### config.mk
export PLATFORM = sky130hd
export DESIGN_NAME = p1gp_port
export DESIGN_NICKNAME = d
export VERILOG_FILES = /design/src/common/p1gp_pkg.sv /design/src/hdl/p1gp_pinmux.sv /design/src/hdl/p1gp_port.sv /design/src/hdl/p1gp_sync.sv
export SDC_FILE = /design/constraint.sdc
export NUM_CORES = 1
export LEC_CHECK = 0
export BUFFER_PORTS_ARGS = -buffer_cell sky130_fd_sc_hd__buf_2
export CAP_MARGIN = 20
export CORE_MARGIN = 2
export CORE_UTILIZATION = 40
export DETAILED_ROUTE_END_ITERATION = 10
export HOLD_SLACK_MARGIN = 0.08
export PLACE_DENSITY_LB_ADDON = 0.3
export SYNTH_ARGS = -nofsm -noshare
export SYNTH_HDL_FRONTEND = slang
export SYNTH_HIERARCHICAL = 1
export SYNTH_SLANG_ARGS = --single-unit
### constraint.sdc
create_clock -name mclk -period 1.55 [get_ports mclk]
set_input_delay 0.0775 -clock mclk [delete_from_list [all_inputs] [get_ports mclk]]
set_output_delay 0.0775 -clock mclk [all_outputs]
set_load 0.01 [all_outputs]
### src/common/p1gp_pkg.sv
// Package holding register map, field positions and reset values of the port block
package p1gp_pkg;
    // ==========================================================
    // Geometry
    localparam int          P1GP_NPINS            = 8;
    localparam int          P1GP_AW               = 12;
    // ==========================================================
    // Register byte offsets
    localparam logic [11:0] P1GP_OFF_DATA         = 12'h000;
    localparam logic [11:0] P1GP_OFF_DIR          = 12'h004;
    localparam logic [11:0] P1GP_OFF_PULL         = 12'h008;
    localparam logic [11:0] P1GP_OFF_CTRL         = 12'h00C;
    localparam logic [11:0] P1GP_OFF_STAT         = 12'h010;
    // ==========================================================
    // Control register fields
    localparam int          P1GP_CTRL_SEG_LO      = 0;  // Segment select for pins 6 and 5
    localparam int          P1GP_CTRL_INCTL       = 2;  // Port input control
    localparam int          P1GP_CTRL_FLOAT       = 3;  // Standby pin float
    localparam int          P1GP_CTRL_IRQ0        = 4;  // Wake input kept, pin 0
    localparam int          P1GP_CTRL_IRQ4        = 5;  // Wake input kept, pin 4
    localparam int          P1GP_CTRL_W           = 6;
    // ==========================================================
    // Status register fields
    localparam int          P1GP_STAT_FLOATED     = 0;
    // ==========================================================
    // Reset values
    localparam logic [7:0]  P1GP_RST_DATA         = 8'h00;
    localparam logic [7:0]  P1GP_RST_DIR          = 8'h00;
    localparam logic [7:0]  P1GP_RST_PULL         = 8'h00;
    localparam logic [5:0]  P1GP_RST_CTRL         = 6'h00;
    // Segment pins: bit 5 and bit 6 of the port
    localparam logic [7:0]  P1GP_SEG_PINS         = 8'h60;
    localparam logic [7:0]  P1GP_WAKE_PIN0        = 8'h01;
    localparam logic [7:0]  P1GP_WAKE_PIN4        = 8'h10;
endpackage

### src/hdl/p1gp_pinmux.sv
// Combinational per-pin drive, pull-up and input-blocking selection
`timescale 1ns/1ps
module p1gp_pinmux #(
    parameter int          W         = 8,
    parameter logic [W-1:0] OD_PINS  = '0
) (
    input  wire logic [W-1:0] latch,
    input  wire logic [W-1:0] dir,
    input  wire logic [W-1:0] pull_en,
    input  wire logic [W-1:0] periph_oe,
    input  wire logic [W-1:0] periph_out,
    input  wire logic [W-1:0] seg_sel,
    input  wire logic [W-1:0] keep_in,
    input  wire logic         floated,
    input  wire logic [W-1:0] pin_level,
    output logic      [W-1:0] drv_out,
    output logic      [W-1:0] drv_oe,
    output logic      [W-1:0] pull_on,
    output logic      [W-1:0] in_path
);
    always_comb begin
        for (int i = 0; i < W; i++) begin
            // Peripheral output wins over port output; segment pins drive nothing here
            if (floated || seg_sel[i]) begin
                drv_oe[i]  = 1'b0;
                drv_out[i] = 1'b0;
            end else if (periph_oe[i]) begin
                drv_out[i] = periph_out[i];
                drv_oe[i]  = !(OD_PINS[i] && periph_out[i]);
            end else if (dir[i]) begin
                drv_out[i] = latch[i];
                drv_oe[i]  = !(OD_PINS[i] && latch[i]);
            end else begin
                drv_out[i] = 1'b0;
                drv_oe[i]  = 1'b0;
            end
            // Pull-up is dropped while the pin drives low
            pull_on[i] = pull_en[i] && !(drv_oe[i] && !drv_out[i]);
            // Blocked inputs read low to stop open-input leakage
            in_path[i] = (floated && !keep_in[i]) ? 1'b0 : pin_level[i];
        end
    end
endmodule // p1gp_pinmux

### src/hdl/p1gp_port.sv
// Eight-pin port with data latch, direction, pull-up and APB register access
// Summary of operation
// - Direction bit 1 makes the pin an output driving its latch bit.
// - Data writes update the latch; output pins show the new value.
// - Reading data of an output pin returns the latch bit.
// - Direction bit 0 makes the pin an input with driver off.
// - Writes to input pins still update the latch, not driven.
// - Input pins read pin level; read-modify-write reads return the latch.
// - Peripheral output enable drives pin; reads see pin, RMW sees latch.
// - Pin level reaches peripheral inputs and normal data reads, except blocked inputs in floated standby.
// - Segment select 1 picks LCD segment, 0 port; input control then set.
// - Reset clears all direction bits so every pin starts as input.
// - Float bit with stop or watch forces every pin to high impedance.
// - In floated standby each internal input, except an enabled wake pin, is blocked and held low.
// - Pins 0 and 4 keep input when their wake interrupt is enabled.
// - Float bit 0 keeps pin states and output levels in standby.
// - Pull-up enable 1 connects the internal pull-up; 0 disconnects.
// - Pull-up is disconnected while the pin drives low.
// - Open-drain output pins with latch 1 are left at high impedance.
// - Register bit n controls pin n.
//
// Added by the designer: the placing of the registers and the APB register port.
`timescale 1ns/1ps
module p1gp_port
    import p1gp_pkg::*;
#(
    parameter int             NPINS   = p1gp_pkg::P1GP_NPINS,
    parameter logic [7:0]     OD_PINS = 8'h00
) (
    input  wire logic                          mclk,
    input  wire logic                          nrst,
    // APB slave
    input  wire logic                          psel,
    input  wire logic                          penable,
    input  wire logic                          pwrite,
    input  wire logic [p1gp_pkg::P1GP_AW-1:0]  paddr,
    input  wire logic [31:0]                   pwdata,
    input  wire logic                          prmw,
    output logic      [31:0]                   prdata,
    output logic                               pready,
    output logic                               pslverr,
    // Standby request from the power controller
    input  wire logic                          standby_req,
    // Shared peripherals
    input  wire logic [7:0]                    periph_oe,
    input  wire logic [7:0]                    periph_out,
    output logic      [7:0]                    periph_in,
    output logic      [1:0]                    segment_select_bits,
    output logic                               port_input_control,
    // Pins
    input  wire logic [7:0]                    pin_in,
    output logic      [7:0]                    pin_out,
    output logic      [7:0]                    pin_oe,
    output logic      [7:0]                    pin_pullup
);
    import p1gp_pkg::*;

    // ==========================================================
    // Elaboration check
    if (NPINS != 8) begin : g_bad_width
        $error("p1gp_port supports exactly eight pins");
    end

    // ==========================================================
    // State
    typedef struct packed {
        logic [7:0]            port_data_latch;
        logic [7:0]            port_direction;
        logic [7:0]            port_pullup_enable;
        logic [P1GP_CTRL_W-1:0] ctrl;
        logic                  floated;
        logic [31:0]           rdata;
        logic                  ready;
        logic                  slverr;
        logic [7:0]            out;
        logic [7:0]            oe;
        logic [7:0]            pull;
        logic [7:0]            pin_to_periph;
    } p1gp_state_type;

    p1gp_state_type st_r;
    p1gp_state_type st_nxt;

    logic [7:0] pin_sync;
    logic [7:0] mux_out;
    logic [7:0] mux_oe;
    logic [7:0] mux_pull;
    logic [7:0] mux_in;
    logic [7:0] seg_vec;
    logic [7:0] keep_vec;
    logic       float_nxt;
    logic [4:0] reg_hit;

    // ==========================================================
    // Helpers
    // Data read: latch for output pins without peripheral output enable, or RMW; pin level otherwise
    function automatic logic [7:0] p1gp_data_read(input logic [7:0] latch,
                                                  input logic [7:0] dir,
                                                  input logic [7:0] oe_p,
                                                  input logic [7:0] lvl,
                                                  input logic       rmw);
        logic [7:0] r;
        r = '0;
        for (int i = 0; i < 8; i++) begin
            if (rmw) begin
                r[i] = latch[i];
            end else if (dir[i] && !oe_p[i]) begin
                r[i] = latch[i];
            end else begin
                r[i] = lvl[i];
            end
        end
        return r;
    endfunction

    // Register select, one-hot: 0 data, 1 direction, 2 pull-up, 3 control, 4 status
    function automatic logic [4:0] p1gp_decode(input logic [P1GP_AW-1:0] a);
        logic [4:0] s;
        s = 5'b00000;
        if (a == P1GP_OFF_DATA) begin
            s[0] = 1'b1;
        end else if (a == P1GP_OFF_DIR) begin
            s[1] = 1'b1;
        end else if (a == P1GP_OFF_PULL) begin
            s[2] = 1'b1;
        end else if (a == P1GP_OFF_CTRL) begin
            s[3] = 1'b1;
        end else if (a == P1GP_OFF_STAT) begin
            s[4] = 1'b1;
        end
        return s;
    endfunction

    // ==========================================================
    // Pin input synchroniser
    p1gp_sync #(
        .W        (8)
    ) u_sync (
        .mclk     (mclk),
        .nrst     (nrst),
        .async_in (pin_in),
        .sync_out (pin_sync)
    );

    // Segment select applies to pins 5 and 6 only
    assign seg_vec  = {1'b0, st_r.ctrl[P1GP_CTRL_SEG_LO+1], st_r.ctrl[P1GP_CTRL_SEG_LO],
                       5'b00000} & P1GP_SEG_PINS;
    // Wake pins with their interrupt enabled keep their input while floated
    assign keep_vec = (st_r.ctrl[P1GP_CTRL_IRQ0] ? P1GP_WAKE_PIN0 : 8'h00)
                    | (st_r.ctrl[P1GP_CTRL_IRQ4] ? P1GP_WAKE_PIN4 : 8'h00);
    // Floating only when enabled; otherwise standby changes nothing
    assign float_nxt = standby_req && st_r.ctrl[P1GP_CTRL_FLOAT];
    // One decode serves both the setup answer and the write commit
    assign reg_hit   = p1gp_decode(paddr);

    // ==========================================================
    // Per-pin drive selection
    p1gp_pinmux #(
        .W          (8),
        .OD_PINS    (OD_PINS)
    ) u_mux (
        .latch      (st_r.port_data_latch),
        .dir        (st_r.port_direction),
        .pull_en    (st_r.port_pullup_enable),
        .periph_oe  (periph_oe),
        .periph_out (periph_out),
        .seg_sel    (seg_vec),
        .keep_in    (keep_vec),
        .floated    (st_r.floated),
        .pin_level  (pin_sync),
        .drv_out    (mux_out),
        .drv_oe     (mux_oe),
        .pull_on    (mux_pull),
        .in_path    (mux_in)
    );

    // ==========================================================
    // Next-state logic: APB slave with zero wait states
    always_comb begin
        st_nxt         = st_r;
        st_nxt.ready   = 1'b0;
        st_nxt.slverr  = 1'b0;
        st_nxt.floated = float_nxt;
        // Registered pin outputs keep every top output straight from a flop
        st_nxt.out           = mux_out;
        st_nxt.oe            = mux_oe;
        st_nxt.pull          = mux_pull;
        st_nxt.pin_to_periph = mux_in;
        // Setup phase seen: answer in the access phase, read data captured now
        if (psel && !penable) begin
            st_nxt.ready  = 1'b1;
            st_nxt.slverr = (reg_hit == 5'b00000);         // Unmapped: error, no change
            st_nxt.rdata  = '0;
            if (!pwrite) begin
                if (reg_hit[0]) begin
                    st_nxt.rdata[7:0] = p1gp_data_read(st_r.port_data_latch,
                                                       st_r.port_direction,
                                                       periph_oe, mux_in, prmw);
                end else if (reg_hit[1]) begin
                    st_nxt.rdata[7:0] = st_r.port_direction;
                end else if (reg_hit[2]) begin
                    st_nxt.rdata[7:0] = st_r.port_pullup_enable;
                end else if (reg_hit[3]) begin
                    st_nxt.rdata[P1GP_CTRL_W-1:0] = st_r.ctrl;
                end else if (reg_hit[4]) begin
                    st_nxt.rdata[P1GP_STAT_FLOATED] = st_r.floated;
                end
            end
        end
        // Writes land only at the edge where pready is seen high, so an
        // abandoned setup changes nothing; status is read-only
        if (psel && penable && pwrite && st_r.ready) begin
            if (reg_hit[0]) begin
                st_nxt.port_data_latch = pwdata[7:0];
            end else if (reg_hit[1]) begin
                st_nxt.port_direction = pwdata[7:0];
            end else if (reg_hit[2]) begin
                st_nxt.port_pullup_enable = pwdata[7:0];
            end else if (reg_hit[3]) begin
                st_nxt.ctrl = pwdata[P1GP_CTRL_W-1:0];
            end
        end
    end

    // ==========================================================
    // Registers; direction clears to all-input on reset
    always_ff @(posedge mclk or negedge nrst) begin
        if (!nrst) begin
            st_r                    <= '0;
            st_r.port_data_latch    <= P1GP_RST_DATA;
            st_r.port_direction     <= P1GP_RST_DIR;
            st_r.port_pullup_enable <= P1GP_RST_PULL;
            st_r.ctrl               <= P1GP_RST_CTRL;
        end else begin
            st_r <= st_nxt;
        end
    end

    // ==========================================================
    // Outputs
    assign prdata              = st_r.rdata;
    assign pready              = st_r.ready;
    assign pslverr             = st_r.slverr;
    assign pin_out             = st_r.out;
    assign pin_oe              = st_r.oe;
    assign pin_pullup          = st_r.pull;
    assign periph_in           = st_r.pin_to_periph;
    assign segment_select_bits = st_r.ctrl[P1GP_CTRL_SEG_LO +: 2];
    assign port_input_control  = st_r.ctrl[P1GP_CTRL_INCTL];
endmodule // p1gp_port

### src/hdl/p1gp_sync.sv
// Two-flop synchroniser for the pin input vector
`timescale 1ns/1ps
module p1gp_sync #(
    parameter int W = 8
) (
    input  wire logic         mclk,
    input  wire logic         nrst,
    input  wire logic [W-1:0] async_in,
    output logic      [W-1:0] sync_out
);
    typedef struct packed {
        logic [W-1:0] s1;
        logic [W-1:0] s2;
    } p1gp_sync_type;
    p1gp_sync_type st_r;
    p1gp_sync_type st_nxt;

    // ==========================================================
    // First stage feeds only the second
    always_comb begin
        st_nxt    = st_r;
        st_nxt.s1 = async_in;
        st_nxt.s2 = st_r.s1;
    end

    always_ff @(posedge mclk or negedge nrst) begin
        if (!nrst) begin
            st_r <= '0;
        end else begin
            st_r <= st_nxt;
        end
    end

    assign sync_out = st_r.s2;
endmodule // p1gp_sync

After elaboration in Yosys (flattened, before gate mapping)
Index checks and enable logic that the tools add are counted.
{"block": "word_totals", "inputBits": 75, "word_cells": 192, "output_inout_bits": 69, "ff_bits": 89}
{"block": "op_classes", "muxes": 92, "bitwise_logic": 4, "n_reduce_logical": 78, "eq_ne": 4}
{"operator": "two-way mux 1 bit", "n": 81}
{"operator": "logical AND 1 bit", "n": 37}
{"operator": "zero test 1 bit", "n": 30}
{"operator": "== test 12 x 4 -> 1 bit (second input constant)", "n": 2}
{"operator": "two-way mux 8 bit", "n": 3}
{"operator": "== test 12 x 3 -> 1 bit (second input constant)", "n": 1}
{"operator": "== test 12 x 5 -> 1 bit (second input constant)", "n": 1}
{"operator": "zero test 12 bit", "n": 1}
{"operator": "two-way mux 5 bit", "n": 2}
{"operator": "two-way mux 2 bit", "n": 3}
{"operator": "two-way mux 6 bit", "n": 1}
{"operator": "zero test 5 bit", "n": 1}
{"operator": "bitwise OR 1 x 5 -> 5 bit", "n": 1}
{"operator": "AND reduction 5 bit", "n": 1}
{"operator": "two-way mux 4 bit", "n": 1}
{"operator": "AND reduction 4 bit", "n": 1}
{"operator": "zero test 1 bit (first input constant)", "n": 3}
{"operator": "two-way mux 3 bit", "n": 1}
{"operator": "inverter 1 bit", "n": 3}
{"operator": "AND reduction 3 bit", "n": 1}
{"operator": "logical OR 1 bit", "n": 2}
{"operator": "AND reduction 2 bit", "n": 1}

Logic depth before layout (Yosys ltp)
Gate-level depths: netlist (run 1).
{"block": "depth", "word_depth": 12, "ltp_mapped": 5, "mapped_depth_nobuf": 5}

By module
Netlist (run 1), hierarchy kept.
{"module": "p1gp_port", "cells_each": 270, "seq_area_each_um2": 1826.8, "instances": 1, "area_each_um2": 3368.2}
{"module": "p1gp_pinmux", "cells_each": 83, "seq_area_each_um2": 0.0, "instances": 1, "area_each_um2": 511.7}
{"module": "p1gp_sync", "cells_each": 16, "seq_area_each_um2": 400.4, "instances": 1, "area_each_um2": 400.4}

Worst setup path before layout (run 1)
No wires, ideal clock.
{"block": "synth_timing", "path_kind": "input-to-reg", "start": "input port paddr[9] (netlist name)", "end": "register st_r, in the netlist port_input_control", "stages": 4, "arrival_ns": 1.762, "required_ns": 1.425, "path_buffers": 0, "setup_time_ns": 0.125, "setup_slack_ns": -0.337, "cell_sequence": "or4_4 or4_4 nor2_4 mux2_2"}
{"block": "synth_via", "elab_chain_len": 6, "elab_cells_between_ends": 15, "cone_classes": "eq/ne: 3; mux: 7; bitwise: 3; reduce/logical: 2"}
{"element": "start, declared", "line": "p1gp_port.sv:36", "text": "input wire logic [p1gp_pkg::P1GP_AW-1:0] paddr,"}
{"element": "== test 12 x 4 -> 1 bit, on equally long branches", "line": "p1gp_port.sv:126, p1gp_port.sv:124"}
{"element": "two-way mux 1 bit, on equally long branches", "line": "p1gp_port.sv:126, p1gp_port.sv:124"}
{"element": "two-way mux 2 bit / two-way mux 3 bit (equally long branches)", "line": "p1gp_port.sv:124, p1gp_port.sv:122"}
{"element": "two-way mux 3 bit / two-way mux 4 bit (equally long branches)", "line": "p1gp_port.sv:122, p1gp_port.sv:120"}
{"element": "two-way mux 4 bit / inverter 1 bit (equally long branches)"}
{"element": "AND reduction 5 bit (no source line) (*)"}
{"element": "end signal, assigned", "line": "p1gp_port.sv:235", "text": "st_r <= st_nxt;"}
{"element": "end, declared", "line": "p1gp_port.sv:81", "text": "p1gp_state_type st_r;"}
Mark *: on every way between the ends. The rest lies on a longest branch, timed or not.
A chain may end at the register's enable or synchronous reset.

Worst setup path after layout (run 1)
{"block": "layout_timing", "start": "register st_r, in the netlist pready", "end": "register st_r, in the netlist segment_select_bits[1]"}
{"block": "layout_via", "elab_chain_len": 2}
{"element": "logical AND 1 bit", "line": "p1gp_port.sv:212", "text": "if (psel && penable && pwrite && st_r.ready) begin"}
{"element": "AND reduction 5 bit (no source line)"}
Every way passes these cells.

==> results_tabular.tex, run 1 <==
\begin{tabular}{lr}
\hline
Metric & Value \\
\hline
\multicolumn{2}{l}{\textbf{Cells and area}} \\
\quad Final net count & roughly 580 \\
\quad Fillcell total & $\sim$900 \\
\quad Count of antenna diodes in the layout & 0 \\
\quad Area growth from synthesis to layout & 26.7\% \\
\quad Share of cells above drive strength 1 & between 30\% and 40\% \\
\quad Finished Cell Area & approximately 5400 um\^{}2 \\
\multicolumn{2}{l}{\textbf{Global route}} \\
\quad Remaining global-route overflow & 0 \\
\quad Via count of the first global-routing pass & $\sim$3k \\
\quad Wire length of the first global-routing pass & about 15 mm \\
\quad Largest net degree at the start of global routing & 36 \\
\quad Overall global routing resource usage & roughly 17\% \\
\quad Number of antenna violations at the first check in global routing & 0 \\
\multicolumn{2}{l}{\textbf{Flow run}} \\
\quad Max-capacitance violation count & 0 \\
\multicolumn{2}{l}{\textbf{Placement}} \\
\quad Count of buffers inserted at the top-level ports & between 90 and 100 \\
\quad Half-perimeter wire length after detailed placement & about 6.7 mm \\
\quad Standard cell area after detailed placement & about 4800 um\^{}2 \\
\quad GP Congestion & 0.785 \\
\multicolumn{2}{l}{\textbf{Synth}} \\
\quad Share of synthesized flip-flops with an asynchronous set or reset & 100\% \\
\quad Number of enable flip-flop cells after synthesis & 0 \\
\quad Netlist area before placement & approximately 4300 um\^{}2 \\
\quad Part of the Yosys area used for sequential elements & a little over half \\
\quad Yosys warning count & 6 \\
\quad Number of synthesized register bits & between 80 and 90 \\
\quad Count of unique library cells instantiated by Yosys & 42 \\
\quad Leading register cell type out of synthesis & sky130\_fd\_sc\_hd\_\_dfrtp\_1 \\
\quad Synth Instances & around 370 \\
\quad Mapped Avg Cell Area & about 12 um\^{}2 \\
\multicolumn{2}{l}{\textbf{Setup path}} \\
\quad Arr. time, crit path & about 2 ns \\
\quad Ordered cell list for the critical path & nand4\_1, or4\_4, nor2\_4, buf\_12, mux2\_4 \\
\quad Delay-heaviest family, CP & simple AND/OR/NAND/NOR gates \\
\quad Launching element type of the critical path & register \\
\quad Bufs and invs on worst path & 1 \\
\quad Crit Path Category & register to register \\
\quad Critical path capture point type & register \\
\quad Delay contributed by the slowest stage of the critical path & $\sim$0.54 ns \\
\quad Required @ worst endpoint & between 1.5 and 2 ns \\
\quad Critical-path cell with the highest stage delay & sky130\_fd\_sc\_hd\_\_or4\_4 \\
\quad Crit-path max FO & 5 \\
\multicolumn{2}{l}{\textbf{STA}} \\
\quad Peak clock frequency supported by timing & roughly 580 MHz \\
\quad Setup TNS & -3.20 ns \\
\quad Share of the cycle needed by the critical path after routing & 111\% \\
\quad Minimum setup slack in the final design & -0.176 ns \\
\quad RSZ-0062 raised after global routing & yes \\
\quad Slew Limit Fails & 0 \\
\quad Final setup fails & 22 \\
\quad Final Critical Period & 1.73 ns \\
\quad Final Skew & $\sim$0.0075 ns \\
\quad Number of endpoints with negative hold slack in the final report & 0 \\
\multicolumn{2}{l}{\textbf{Die}} \\
\quad Initial Utilization & about two fifths \\
\quad Count of boundary I/O pins & about 140 \\
\quad Vertical extent of the die & approximately 110 um \\
\quad Core Box Area & roughly 10000 um\^{}2 \\
\quad Number of placement rows & 37 \\
\quad DIE AREA & about 12000 um\^{}2 \\
\quad Width of the die & $\sim$110 um \\
\multicolumn{2}{l}{\textbf{Drt}} \\
\quad Total length of routed met3 wires & 456 um \\
\quad WL final & about 9.3 mm \\
\quad Met1 wire length & approximately 4.3 mm \\
\quad Antenna-violating nets left & 0 \\
\quad Vias per inst & between 4 and 5 \\
\quad Via total after detailed routing & 2988 \\
\quad Per-cell routed wire length & around 15 um \\
\quad Post-route DRC violation count & 0 \\
\quad Wire length on met2 & between 4 and 5 mm \\
\quad 1st-iter DRT viols & between 70 and 80 \\
\quad 1st-pass router iterations & 4 \\
\quad Highest signal layer in the routed design & met4 \\
\multicolumn{2}{l}{\textbf{Clock tree}} \\
\quad CTS tree & yes \\
\quad Maximum level of the CTS H-tree & 3 \\
\quad TritonCTS Buffers & 9 \\
\quad Clk buf depth & 2 \\
\quad Skew-Pair Late Insertion Delay & between 0.3 and 0.4 ns \\
\quad Clock tree root buffer cell & sky130\_fd\_sc\_hd\_\_clkbuf\_8 \\
\quad Number of sinks handled by clock tree synthesis & just under 90 \\
\quad Clock transition at path regs & $\sim$0.08 ns \\
\multicolumn{2}{l}{\textbf{Power and ir drop}} \\
\quad Peak ir drop on the vdd network & roughly 400 uV \\
\quad Power per Cell Area & 851 nW/um\^{}2 \\
\quad Static Leak & between 0.002 and 0.003 uW \\
\multicolumn{2}{l}{\textbf{Run status}} \\
\quad Run status & complete, but fails checks \\
\quad Violated checks & setup timing \\
\multicolumn{2}{l}{\textbf{Hold path}} \\
\quad Worst hold path class & input pin to register \\
\hline
\end{tabular}
-- worst reg2reg max path: stages (launching register included) --
cell,delay (ns)
sky130_fd_sc_hd__dfrtp_1,0.35
sky130_fd_sc_hd__nand4_1,0.11
sky130_fd_sc_hd__or4_4,0.54
sky130_fd_sc_hd__nor2_4,0.18
sky130_fd_sc_hd__buf_12,0.13
sky130_fd_sc_hd__mux2_4,0.30
-- worst paths after layout --
path / startpoint / end / slack, ns / cells after the start
max: pready / segment_select_bits[1] / -0.18 / 5
min: periph_out[1] / pin_out[1] / 0.08 / 3
max reg2reg: pready / segment_select_bits[1] / -0.18 / 5
min reg2reg: u_sync/st_nxt[2] / u_sync/sync_out[2] / 0.35 / 0
max in group asynchronous: nrst / pin_out[1] / 0.79 / 3
min in group asynchronous: nrst / u_sync/st_nxt[7] / 0.20 / 2
-- synth_stat cells (5+ instances only) --
cell type	count	area, um^2
sky130_fd_sc_hd__nor4_2	7	87.6
sky130_fd_sc_hd__nand2b_1	7	43.8
sky130_fd_sc_hd__a21boi_0	8	60.1
sky130_fd_sc_hd__nor2b_1	8	50.1
sky130_fd_sc_hd__nor3_1	8	40.0
sky130_fd_sc_hd__nor2_1	18	67.6
sky130_fd_sc_hd__mux2_2	30	338
sky130_fd_sc_hd__or2_2	10	62.6
sky130_fd_sc_hd__a31oi_1	8	50.1
sky130_fd_sc_hd__a32o_1	7	70.1
sky130_fd_sc_hd__o21ai_0	8	40.0
sky130_fd_sc_hd__clkbuf_1	5	18.8
sky130_fd_sc_hd__buf_4	67	503
sky130_fd_sc_hd__dfrtp_1	89	2230
sky130_fd_sc_hd__inv_1	26	97.6
sky130_fd_sc_hd__mux2i_1	13	130
sky130_fd_sc_hd__a21oi_1	8	40.0
sky130_fd_sc_hd__o311ai_0	5	43.8
-- kinds of logic (layout without fill, tap and decap cells) --
kind of cell | count (synthesis) | after routing | synth area share (%)
muxes | 43 | 43 | 10.9
and+or+nand+nor | 82 | 82 | 13.3
buffers and inverters | 101 | 190 | 14.9
AOI/OAI and AO/OA | 53 | 53 | 8.71
other | 1 | 48 | 0.0876
DFF | 89 | 89 | 52.0
-- power by group --
group | total [uW] | internal, uW | switching [uW]
logic | 439 | 191 | 249
registers | 2380 | 2370 | 12.8
clock network | 1790 | 990 | 803
total | 4620 | 3550 | 1060
-- through the flow --
| stage | setup WS (ns) | cells | util, % | hold WS [ns] | total power (uW) |
|---|---|---|---|---|---|
| floorplan | -0.219 | 416 | - | -0.218 | 2680 |
| global placement | -0.376 | 594 | 46.0 | 0.0373 | 2800 |
| detailed placement | -0.441 | 594 | 46.0 | 0.0502 | 2810 |
| CTS | -0.175 | 642 | 51.7 | 0.0806 | 4660 |
| global route | -0.268 | 641 | 52.3 | 0.111 | 4830 |
| finish | -0.176 | 641 | 52.3 | 0.0795 | 4620 |
-- flip-flops by register name, summed over array words and instances (netlist names) --
| name | flops |
|---|---|
| pready | 1 |
| pslverr | 1 |
| periph_in | 8 |
| segment_select_bits | 2 |
| u_sync/st_nxt | 8 |
| u_sync/sync_out | 8 |
| pin_oe | 8 |
| pin_pullup | 8 |
| pin_out | 8 |
| st_r | 28 |
| prdata | 8 |
| port_input_control | 1 |
-- repair_timing --
item	4_1_cts	5_1_grt
setup endpoints to repair	23	39
pin swaps	2	3
hold buffers	28	0
gates resized for setup	12	23
endpoints found under the hold margin	138	0
setup buffers	4	1
-- per-layer routing --
layer  vias up  global-route usage (%)
met5         -                       0
met4         0                    8.33
met3        16                    3.03
met2        95                    27.3
met1      1456                    22.9
li1       1421                       -
-- placed cells by master, fill, tap and decap left out, types with 3 or more instances in the layout --
cell / n
sky130_fd_sc_hd__nand2b_1: 7
sky130_fd_sc_hd__buf_6: 4
sky130_fd_sc_hd__dlygate4sd3_1: 28
sky130_fd_sc_hd__buf_4: 21
sky130_fd_sc_hd__conb_1: 48
sky130_fd_sc_hd__mux2_4: 26
sky130_fd_sc_hd__buf_2: 93
sky130_fd_sc_hd__nor2b_1: 8
sky130_fd_sc_hd__a32o_1: 7
sky130_fd_sc_hd__a31oi_1: 8
sky130_fd_sc_hd__a21boi_0: 4
sky130_fd_sc_hd__nand2_1: 3
sky130_fd_sc_hd__nor4_2: 7
sky130_fd_sc_hd__o311ai_1: 3
sky130_fd_sc_hd__nor3_1: 8
sky130_fd_sc_hd__nor3b_1: 4
sky130_fd_sc_hd__mux2_2: 4
sky130_fd_sc_hd__or2_2: 9
sky130_fd_sc_hd__a21boi_1: 4
sky130_fd_sc_hd__a21oi_1: 8
sky130_fd_sc_hd__mux2i_1: 13
sky130_fd_sc_hd__o21ai_0: 8
sky130_fd_sc_hd__nor2_1: 18
sky130_fd_sc_hd__dfrtp_1: 89
sky130_fd_sc_hd__inv_1: 26
sky130_fd_sc_hd__clkbuf_8: 11
-- layout make-up --
| type | count | area [um^2] | area share, % |
|---|---|---|---|
| clock buffer | 11 | 151 | 2.79 |
| clock inverter | 5 | 77.6 | 1.43 |
| inverter | 26 | 97.6 | 1.80 |
| multi-input combinational | 226 | 1710 | 31.5 |
| sequential | 89 | 2230 | 41.1 |
| tap | 136 | 170 | 3.14 |
| timing repair buffer | 148 | 988 | 18.2 |
Power figures use the tool's default switching activity.
==> run 2, diff against run 1 <==
CORE_MARGIN = default   (was 2)
MAX_ROUTING_LAYER = met4   (was default)
TNS_END_PERCENT = 100   (was default)
==> results_tabular.tex, run 2 (synthesis gave the netlist of run 1 again) <==
\begin{tabular}{lr}
\hline
Metric & Value \\
\hline
\multicolumn{2}{l}{\textbf{Run status}} \\
\quad Run status & complete, but fails checks \\
\quad Violated checks & setup timing \\
\multicolumn{2}{l}{\textbf{Setup path}} \\
\quad Required @ worst endpoint & approximately 1.8 ns \\
\quad Arr. time, crit path & around 1.9 ns \\
\quad Bufs and invs on worst path & 1 \\
\quad Critical path capture point type & register \\
\quad Delay contributed by the slowest stage of the critical path & between 0.5 and 0.6 ns \\
\quad Crit Path Category & register to register \\
\quad Reg-to-reg endpoint & st\_r[70] \\
\quad Critical-path cell with the highest stage delay & sky130\_fd\_sc\_hd\_\_or4\_4 \\
\quad Length in cells of the worst reg-to-reg path & 5 \\
\quad Worst R2R Setup Slack & -0.13 ns \\
\quad Delay-heaviest family, CP & simple AND/OR/NAND/NOR gates \\
\quad Ordered cell list for the critical path & nand4\_1, or4\_4, nor2\_4, buf\_6, mux2\_4 \\
\quad Launching element type of the critical path & register \\
\quad Reg-to-reg critical path startpoint & pready \\
\quad Crit-path max FO & 3 \\
\multicolumn{2}{l}{\textbf{Drt}} \\
\quad Post-route DRC violation count & 0 \\
\quad Antenna-violating nets left & 0 \\
\quad Per-cell routed wire length & roughly 15 um \\
\quad Via total after detailed routing & 3001 \\
\quad 1st-iter DRT viols & approximately 120 \\
\quad WL final & between 9 and 10 mm \\
\quad Vias per inst & 4.62 \\
\quad 1st-pass router iterations & 4 \\
\multicolumn{2}{l}{\textbf{Clock tree}} \\
\quad Clock transition at path regs & about 0.080 ns \\
\quad TritonCTS Buffers & 9 \\
\quad Clk buf depth & 2 \\
\quad Clock tree root buffer cell & sky130\_fd\_sc\_hd\_\_clkbuf\_8 \\
\quad Number of sinks handled by clock tree synthesis & just under 90 \\
\quad CTS tree & yes \\
\quad Maximum level of the CTS H-tree & 3 \\
\quad Skew-Pair Late Insertion Delay & between 0.3 and 0.4 ns \\
\multicolumn{2}{l}{\textbf{Die}} \\
\quad Initial Utilization & between 40\% and 50\% \\
\quad Vertical extent of the die & roughly 110 um \\
\quad Count of boundary I/O pins & 144 \\
\quad Width of the die & 105 um \\
\quad Number of placement rows & 37 \\
\quad Core Box Area & 10400 um\^{}2 \\
\quad DIE AREA & 11100 um\^{}2 \\
\multicolumn{2}{l}{\textbf{Global route}} \\
\quad Overall global routing resource usage & between 10\% and 20\% \\
\quad Via count of the first global-routing pass & $\sim$3.0k \\
\quad Largest net degree at the start of global routing & 31 \\
\quad Remaining global-route overflow & 0 \\
\quad Number of antenna violations at the first check in global routing & 0 \\
\quad Wire length of the first global-routing pass & 15.2 mm \\
\multicolumn{2}{l}{\textbf{Cells and area}} \\
\quad Most common library cell in the layout ignoring fill and taps & sky130\_fd\_sc\_hd\_\_buf\_2 \\
\quad Flip-flop count of the largest register, all copies and words added & 28 \\
\quad Share of cells above drive strength 1 & 38.6\% \\
\quad Area growth from synthesis to layout & 28.7\% \\
\quad Fillcell total & just under 1k \\
\quad Most flops, register & st\_r \\
\quad Count of antenna diodes in the layout & 0 \\
\quad Final net count & between 500 and 600 \\
\quad Finished Cell Area & between 5000 and 6000 um\^{}2 \\
\quad Most frequent cells in the layout & sky130\_fd\_sc\_hd\_\_buf\_2 (93), sky130\_fd\_sc\_hd\_\_dfrtp\_1 (88), sky130\_fd\_sc\_hd\_\_conb\_1 (48) \\
\quad Post-layout utilization of the core & 53.1\% \\
\multicolumn{2}{l}{\textbf{STA}} \\
\quad Number of endpoints with negative hold slack in the final report & 0 \\
\quad Peak clock frequency supported by timing & 594 MHz \\
\quad Share of the cycle needed by the critical path after routing & 109\% \\
\quad Slew Limit Fails & 0 \\
\quad Minimum setup slack in the final design & -0.133 ns \\
\quad Final Critical Period & approximately 1.7 ns \\
\quad Final Skew & around 0.015 ns \\
\quad RSZ-0062 raised after global routing & yes \\
\quad Final setup fails & 30 \\
\multicolumn{2}{l}{\textbf{Flow run}} \\
\quad Max-capacitance violation count & 0 \\
\multicolumn{2}{l}{\textbf{Placement}} \\
\quad GP Congestion & 0.812 \\
\quad Standard cell area after detailed placement & about 4800 um\^{}2 \\
\quad Half-perimeter wire length after detailed placement & 6.63 mm \\
\quad Count of buffers inserted at the top-level ports & 95 \\
\multicolumn{2}{l}{\textbf{Power and ir drop}} \\
\quad Static Leak & $\sim$0.0028 uW \\
\quad Power per Cell Area & roughly 820 nW/um\^{}2 \\
\quad Peak ir drop on the vdd network & $\sim$540 uV \\
\quad Total power & around 4500 uW \\
\multicolumn{2}{l}{\textbf{Hold path}} \\
\quad Count of cells along the worst hold path & 3 \\
\quad Start point of the worst min-delay path & periph\_out[7] \\
\quad Worst hold path class & input pin to register \\
\quad Terminating pin of the worst hold path & pin\_pullup[7] \\
\hline
\end{tabular}
==> run 2: cell count changes in the layout (fill, tap and decap cells not counted), sizes merged <==
cell / previous run / this run
clkbuf: 11 / 10
inv: 26 / 28
dlygate4sd3: 28 / 34
bufinv: 2 / 1
buf: 120 / 122
==> run 2: where the power goes <==
| part | switching [uW] | leakage (uW) | internal, uW |
|---|---|---|---|
| Combinational | 252 | 0.00150 | 204 |
| Clock | 883 | 0.000103 | 806 |
| Sequential | 12.2 | 0.00117 | 2370 |
| Total | 1150 | 0.00277 | 3380 |
==> run 2: what timing repair did <==
item | in CTS | in global routing
resized for setup | 13 | 30
pin swaps | 2 | 4
hold endpoints to repair | 115 | 0
endpoints found under the setup margin | 22 | 38
setup buffers | 4 | 3
hold buffers | 36 | 0
gates cloned | 0 | 0
==> run 2: how the worst max path moves through the flow <==
stage | from | end | slack (ns) | depth (start not counted)
floorplan | pready | port_input_control | -0.22 | 4
global placement | paddr[9] | st_r[70] | -0.40 | 5
detailed placement | paddr[9] | segment_select_bits[1] | -0.43 | 5
CTS | pready | st_r[70] | -0.14 | 5
global route | pready | st_r[70] | -0.26 | 5
finish | pready | st_r[70] | -0.13 | 5
==> run 2: worst register-to-register path, delay by kind of cell, from the launching register on <==
kind,cells,cell delay (ns)
buffers and inverters,1,0.13
DFF,1,0.35
and+or+nand+nor,3,0.80
muxes,1,0.29
==> run 2: metrics by stage <==
stage	hold WS, ns	cells	setup WS [ns]	setup TNS [ns]
floorplan	-0.218	416	-0.219	-6.44
global placement	0.0451	594	-0.395	-12.60
detailed placement	0.0525	594	-0.426	-13.54
CTS	0.0864	650	-0.137	-3.04
global route	0.0968	649	-0.258	-5.14
finish	0.0931	649	-0.133	-2.38
==> run 2: routing by layer <==
metal / up-vias / wire [um] / global-route usage [%]
met5: - / 0 / -
met4: 0 / 172 / 8.35
met3: 12 / 472 / 3.15
met2: 80 / 4790 / 31.3
met1: 1474 / 4090 / 22.6
li1: 1435 / - / -
==> run 2: cell type report <==
type / count / area, um^2 / area share, %
Clock buffer: 10 / 138 / 2.50
Clock inverter: 6 / 72.6 / 1.32
Inverter: 26 / 97.6 / 1.77
Multi-Input combinational cell: 226 / 1720 / 31.3
Sequential cell: 89 / 2230 / 40.4
Tap cell: 136 / 170 / 3.09
Timing Repair Buffer: 156 / 1080 / 19.6
==> run 3, diff against run 2 <==
CORE_UTILIZATION = 46   (was 40)
==> results_tabular.tex, run 3 (synthesis gave the netlist of run 1 again) <==
\begin{tabular}{lr}
\hline
Metric & Value \\
\hline
\multicolumn{2}{l}{\textbf{Setup path}} \\
\quad Arr. time, crit path & 1.93 ns \\
\quad Bufs and invs on worst path & 0 \\
\quad Crit Path Category & register to register \\
\quad Crit-path max FO & 6 \\
\quad Critical path capture point type & register \\
\quad Required @ worst endpoint & approximately 1.8 ns \\
\quad Critical-path cell with the highest stage delay & sky130\_fd\_sc\_hd\_\_or4\_4 \\
\quad Reg-to-reg critical path startpoint & pready \\
\quad Launching element type of the critical path & register \\
\quad Delay contributed by the slowest stage of the critical path & approximately 0.53 ns \\
\quad Length in cells of the worst reg-to-reg path & 4 \\
\quad Reg-to-reg endpoint & segment\_select\_bits[1] \\
\quad Worst R2R Setup Slack & -0.14 ns \\
\quad Ordered cell list for the critical path & nand4\_1, or4\_4, nor2\_4, mux2\_2 \\
\quad Delay-heaviest family, CP & simple AND/OR/NAND/NOR gates \\
\multicolumn{2}{l}{\textbf{Cells and area}} \\
\quad Most frequent cells in the layout & sky130\_fd\_sc\_hd\_\_buf\_2 (94), sky130\_fd\_sc\_hd\_\_dfrtp\_1 (89), sky130\_fd\_sc\_hd\_\_conb\_1 (48) \\
\quad Number of standard cells in the layout, taps in and fillers out & $\sim$620 \\
\quad Post-layout utilization of the core & about three fifths \\
\quad Area growth from synthesis to layout & 26.5\% \\
\quad Count of antenna diodes in the layout & 0 \\
\quad Most flops, register & st\_r \\
\quad Flip-flop count of the largest register, all copies and words added & 28 \\
\quad Most common library cell in the layout ignoring fill and taps & sky130\_fd\_sc\_hd\_\_buf\_2 \\
\quad Final net count & 580 \\
\quad Share of cells above drive strength 1 & between 30 and 40\% \\
\quad Fillcell total & 762 \\
\multicolumn{2}{l}{\textbf{Clock tree}} \\
\quad Clock transition at path regs & around 0.080 ns \\
\quad Clk buf depth & 2 \\
\quad TritonCTS Buffers & 9 \\
\quad Number of sinks handled by clock tree synthesis & 89 \\
\quad Maximum level of the CTS H-tree & 3 \\
\quad Clock tree root buffer cell & sky130\_fd\_sc\_hd\_\_clkbuf\_8 \\
\quad Skew-Pair Late Insertion Delay & around 0.36 ns \\
\quad CTS tree & yes \\
\multicolumn{2}{l}{\textbf{Placement}} \\
\quad Worst slack, placed & -0.410 ns \\
\quad Number of instances in the placed design & around 570 \\
\quad Count of buffers inserted at the top-level ports & 95 \\
\quad GP Congestion & just over 0.8 \\
\quad Half-perimeter wire length after detailed placement & 6.56 mm \\
\multicolumn{2}{l}{\textbf{Hold path}} \\
\quad Start point of the worst min-delay path & psel \\
\quad Count of cells along the worst hold path & 3 \\
\quad Terminating pin of the worst hold path & pready \\
\quad Worst hold path class & input pin to register \\
\multicolumn{2}{l}{\textbf{STA}} \\
\quad Slew Limit Fails & 0 \\
\quad Final Critical Period & $\sim$1.7 ns \\
\quad Final Skew & about 0.014 ns \\
\quad Number of endpoints with negative hold slack in the final report & 0 \\
\quad Worst-case hold slack & 0.111 ns \\
\quad Share of the cycle needed by the critical path after routing & 109\% \\
\quad Final setup fails & 28 \\
\quad Peak clock frequency supported by timing & roughly 590 MHz \\
\quad RSZ-0062 raised after global routing & yes \\
\quad Minimum setup slack in the final design & -0.144 ns \\
\multicolumn{2}{l}{\textbf{Drt}} \\
\quad WL final & 9.09 mm \\
\quad Vias per inst & a little under 5 \\
\quad Antenna-violating nets left & 0 \\
\quad Per-cell routed wire length & approximately 15 um \\
\quad 1st-iter DRT viols & $\sim$160 \\
\quad Via total after detailed routing & just under 3k \\
\quad 1st-pass router iterations & 10 \\
\quad Post-route DRC violation count & 9 \\
\multicolumn{2}{l}{\textbf{Die}} \\
\quad Core Box Area & approximately 9000 um\^{}2 \\
\quad Width of the die & between 90 and 100 um \\
\quad Initial Utilization & 48.4\% \\
\quad Count of boundary I/O pins & between 100 and 150 \\
\quad Number of placement rows & 34 \\
\quad DIE AREA & between 9000 and 10000 um\^{}2 \\
\quad Vertical extent of the die & between 90 and 100 um \\
\multicolumn{2}{l}{\textbf{Global route}} \\
\quad Largest net degree at the start of global routing & 35 \\
\quad Remaining global-route overflow & 0 \\
\quad Number of antenna violations at the first check in global routing & 0 \\
\quad Wire length of the first global-routing pass & around 15 mm \\
\quad Via count of the first global-routing pass & roughly 3.0k \\
\quad Overall global routing resource usage & between 20\% and 30\% \\
\multicolumn{2}{l}{\textbf{Flow run}} \\
\quad Max-capacitance violation count & 0 \\
\multicolumn{2}{l}{\textbf{Power and ir drop}} \\
\quad Static Leak & roughly 0.0028 uW \\
\quad Power per Cell Area & 840 nW/um\^{}2 \\
\quad Total power & around 4500 uW \\
\quad Peak ir drop on the vdd network & 413 uV \\
\multicolumn{2}{l}{\textbf{Run status}} \\
\quad Run status & complete, but fails checks \\
\quad Violated checks & DRC, setup timing \\
\hline
\end{tabular}
run 3: how the worst max path moves through the flow:
stage / startpoint / endpoint / slack (ns) / cells after the start
final: pready / segment_select_bits[1] / -0.14 / 4
after global routing: pready / segment_select_bits[1] / -0.20 / 4
after CTS: pready / segment_select_bits[1] / -0.17 / 4
after detailed placement: paddr[9] / port_input_control / -0.41 / 5
after global placement: paddr[9] / st_r[75] / -0.37 / 5
after floorplan: pready / port_input_control / -0.22 / 4
run 3: tightest hold or removal path, cell delays in order:
cell and delay, ns:
sky130_fd_sc_hd__buf_2 0.09, sky130_fd_sc_hd__nand2b_1 0.17, sky130_fd_sc_hd__inv_1 0.09
run 3: cell type report:
class                           instances  area (um^2)  share of cell area (%)
Sequential cell                        89         2230                    41.1
Multi-Input combinational cell        226         1700                    31.3
Timing Repair Buffer                  153         1050                    19.4
Tap cell                              108          135                    2.50
Clock buffer                           11          131                    2.43
Inverter                               26         97.6                    1.80
Clock inverter                          5         80.1                    1.48
run 3: metal layers:
| layer | vias to the layer above | GRT usage, % | routed length, um |
|---|---|---|---|
| met5 | - | - | 0 |
| met1 | 1455 | 27.3 | 4230 |
| met2 | 84 | 32.7 | 4390 |
| li1 | 1428 | - | - |
| met3 | 9 | 2.91 | 364 |
| met4 | 0 | 7.69 | 106 |
run 3: where the power goes:
group,internal [uW],switching (uW),total [uW]
Sequential,2370,12.7,2380
Combinational,201,248,449
Clock,907,807,1710
run 3: timing repair:
item / 4_1_cts / 5_1_grt
setup endpoints to repair: 25 / 34
pin swaps: 3 / 4
hold buffers: 33 / 0
setup buffers: 1 / 0
hold endpoints to repair: 148 / 0
gates resized for setup: 12 / 20
run 3: per-stage QoR:
| stage | setup TNS [ns] | area [um^2] |
|---|---|---|
| floorplan | -6.44 | 4490 |
| global placement | -12.46 | 4770 |
| detailed placement | -13.39 | 4770 |
| CTS | -3.12 | 5360 |
| global route | -4.15 | 5420 |
| finish | -2.68 | 5420 |
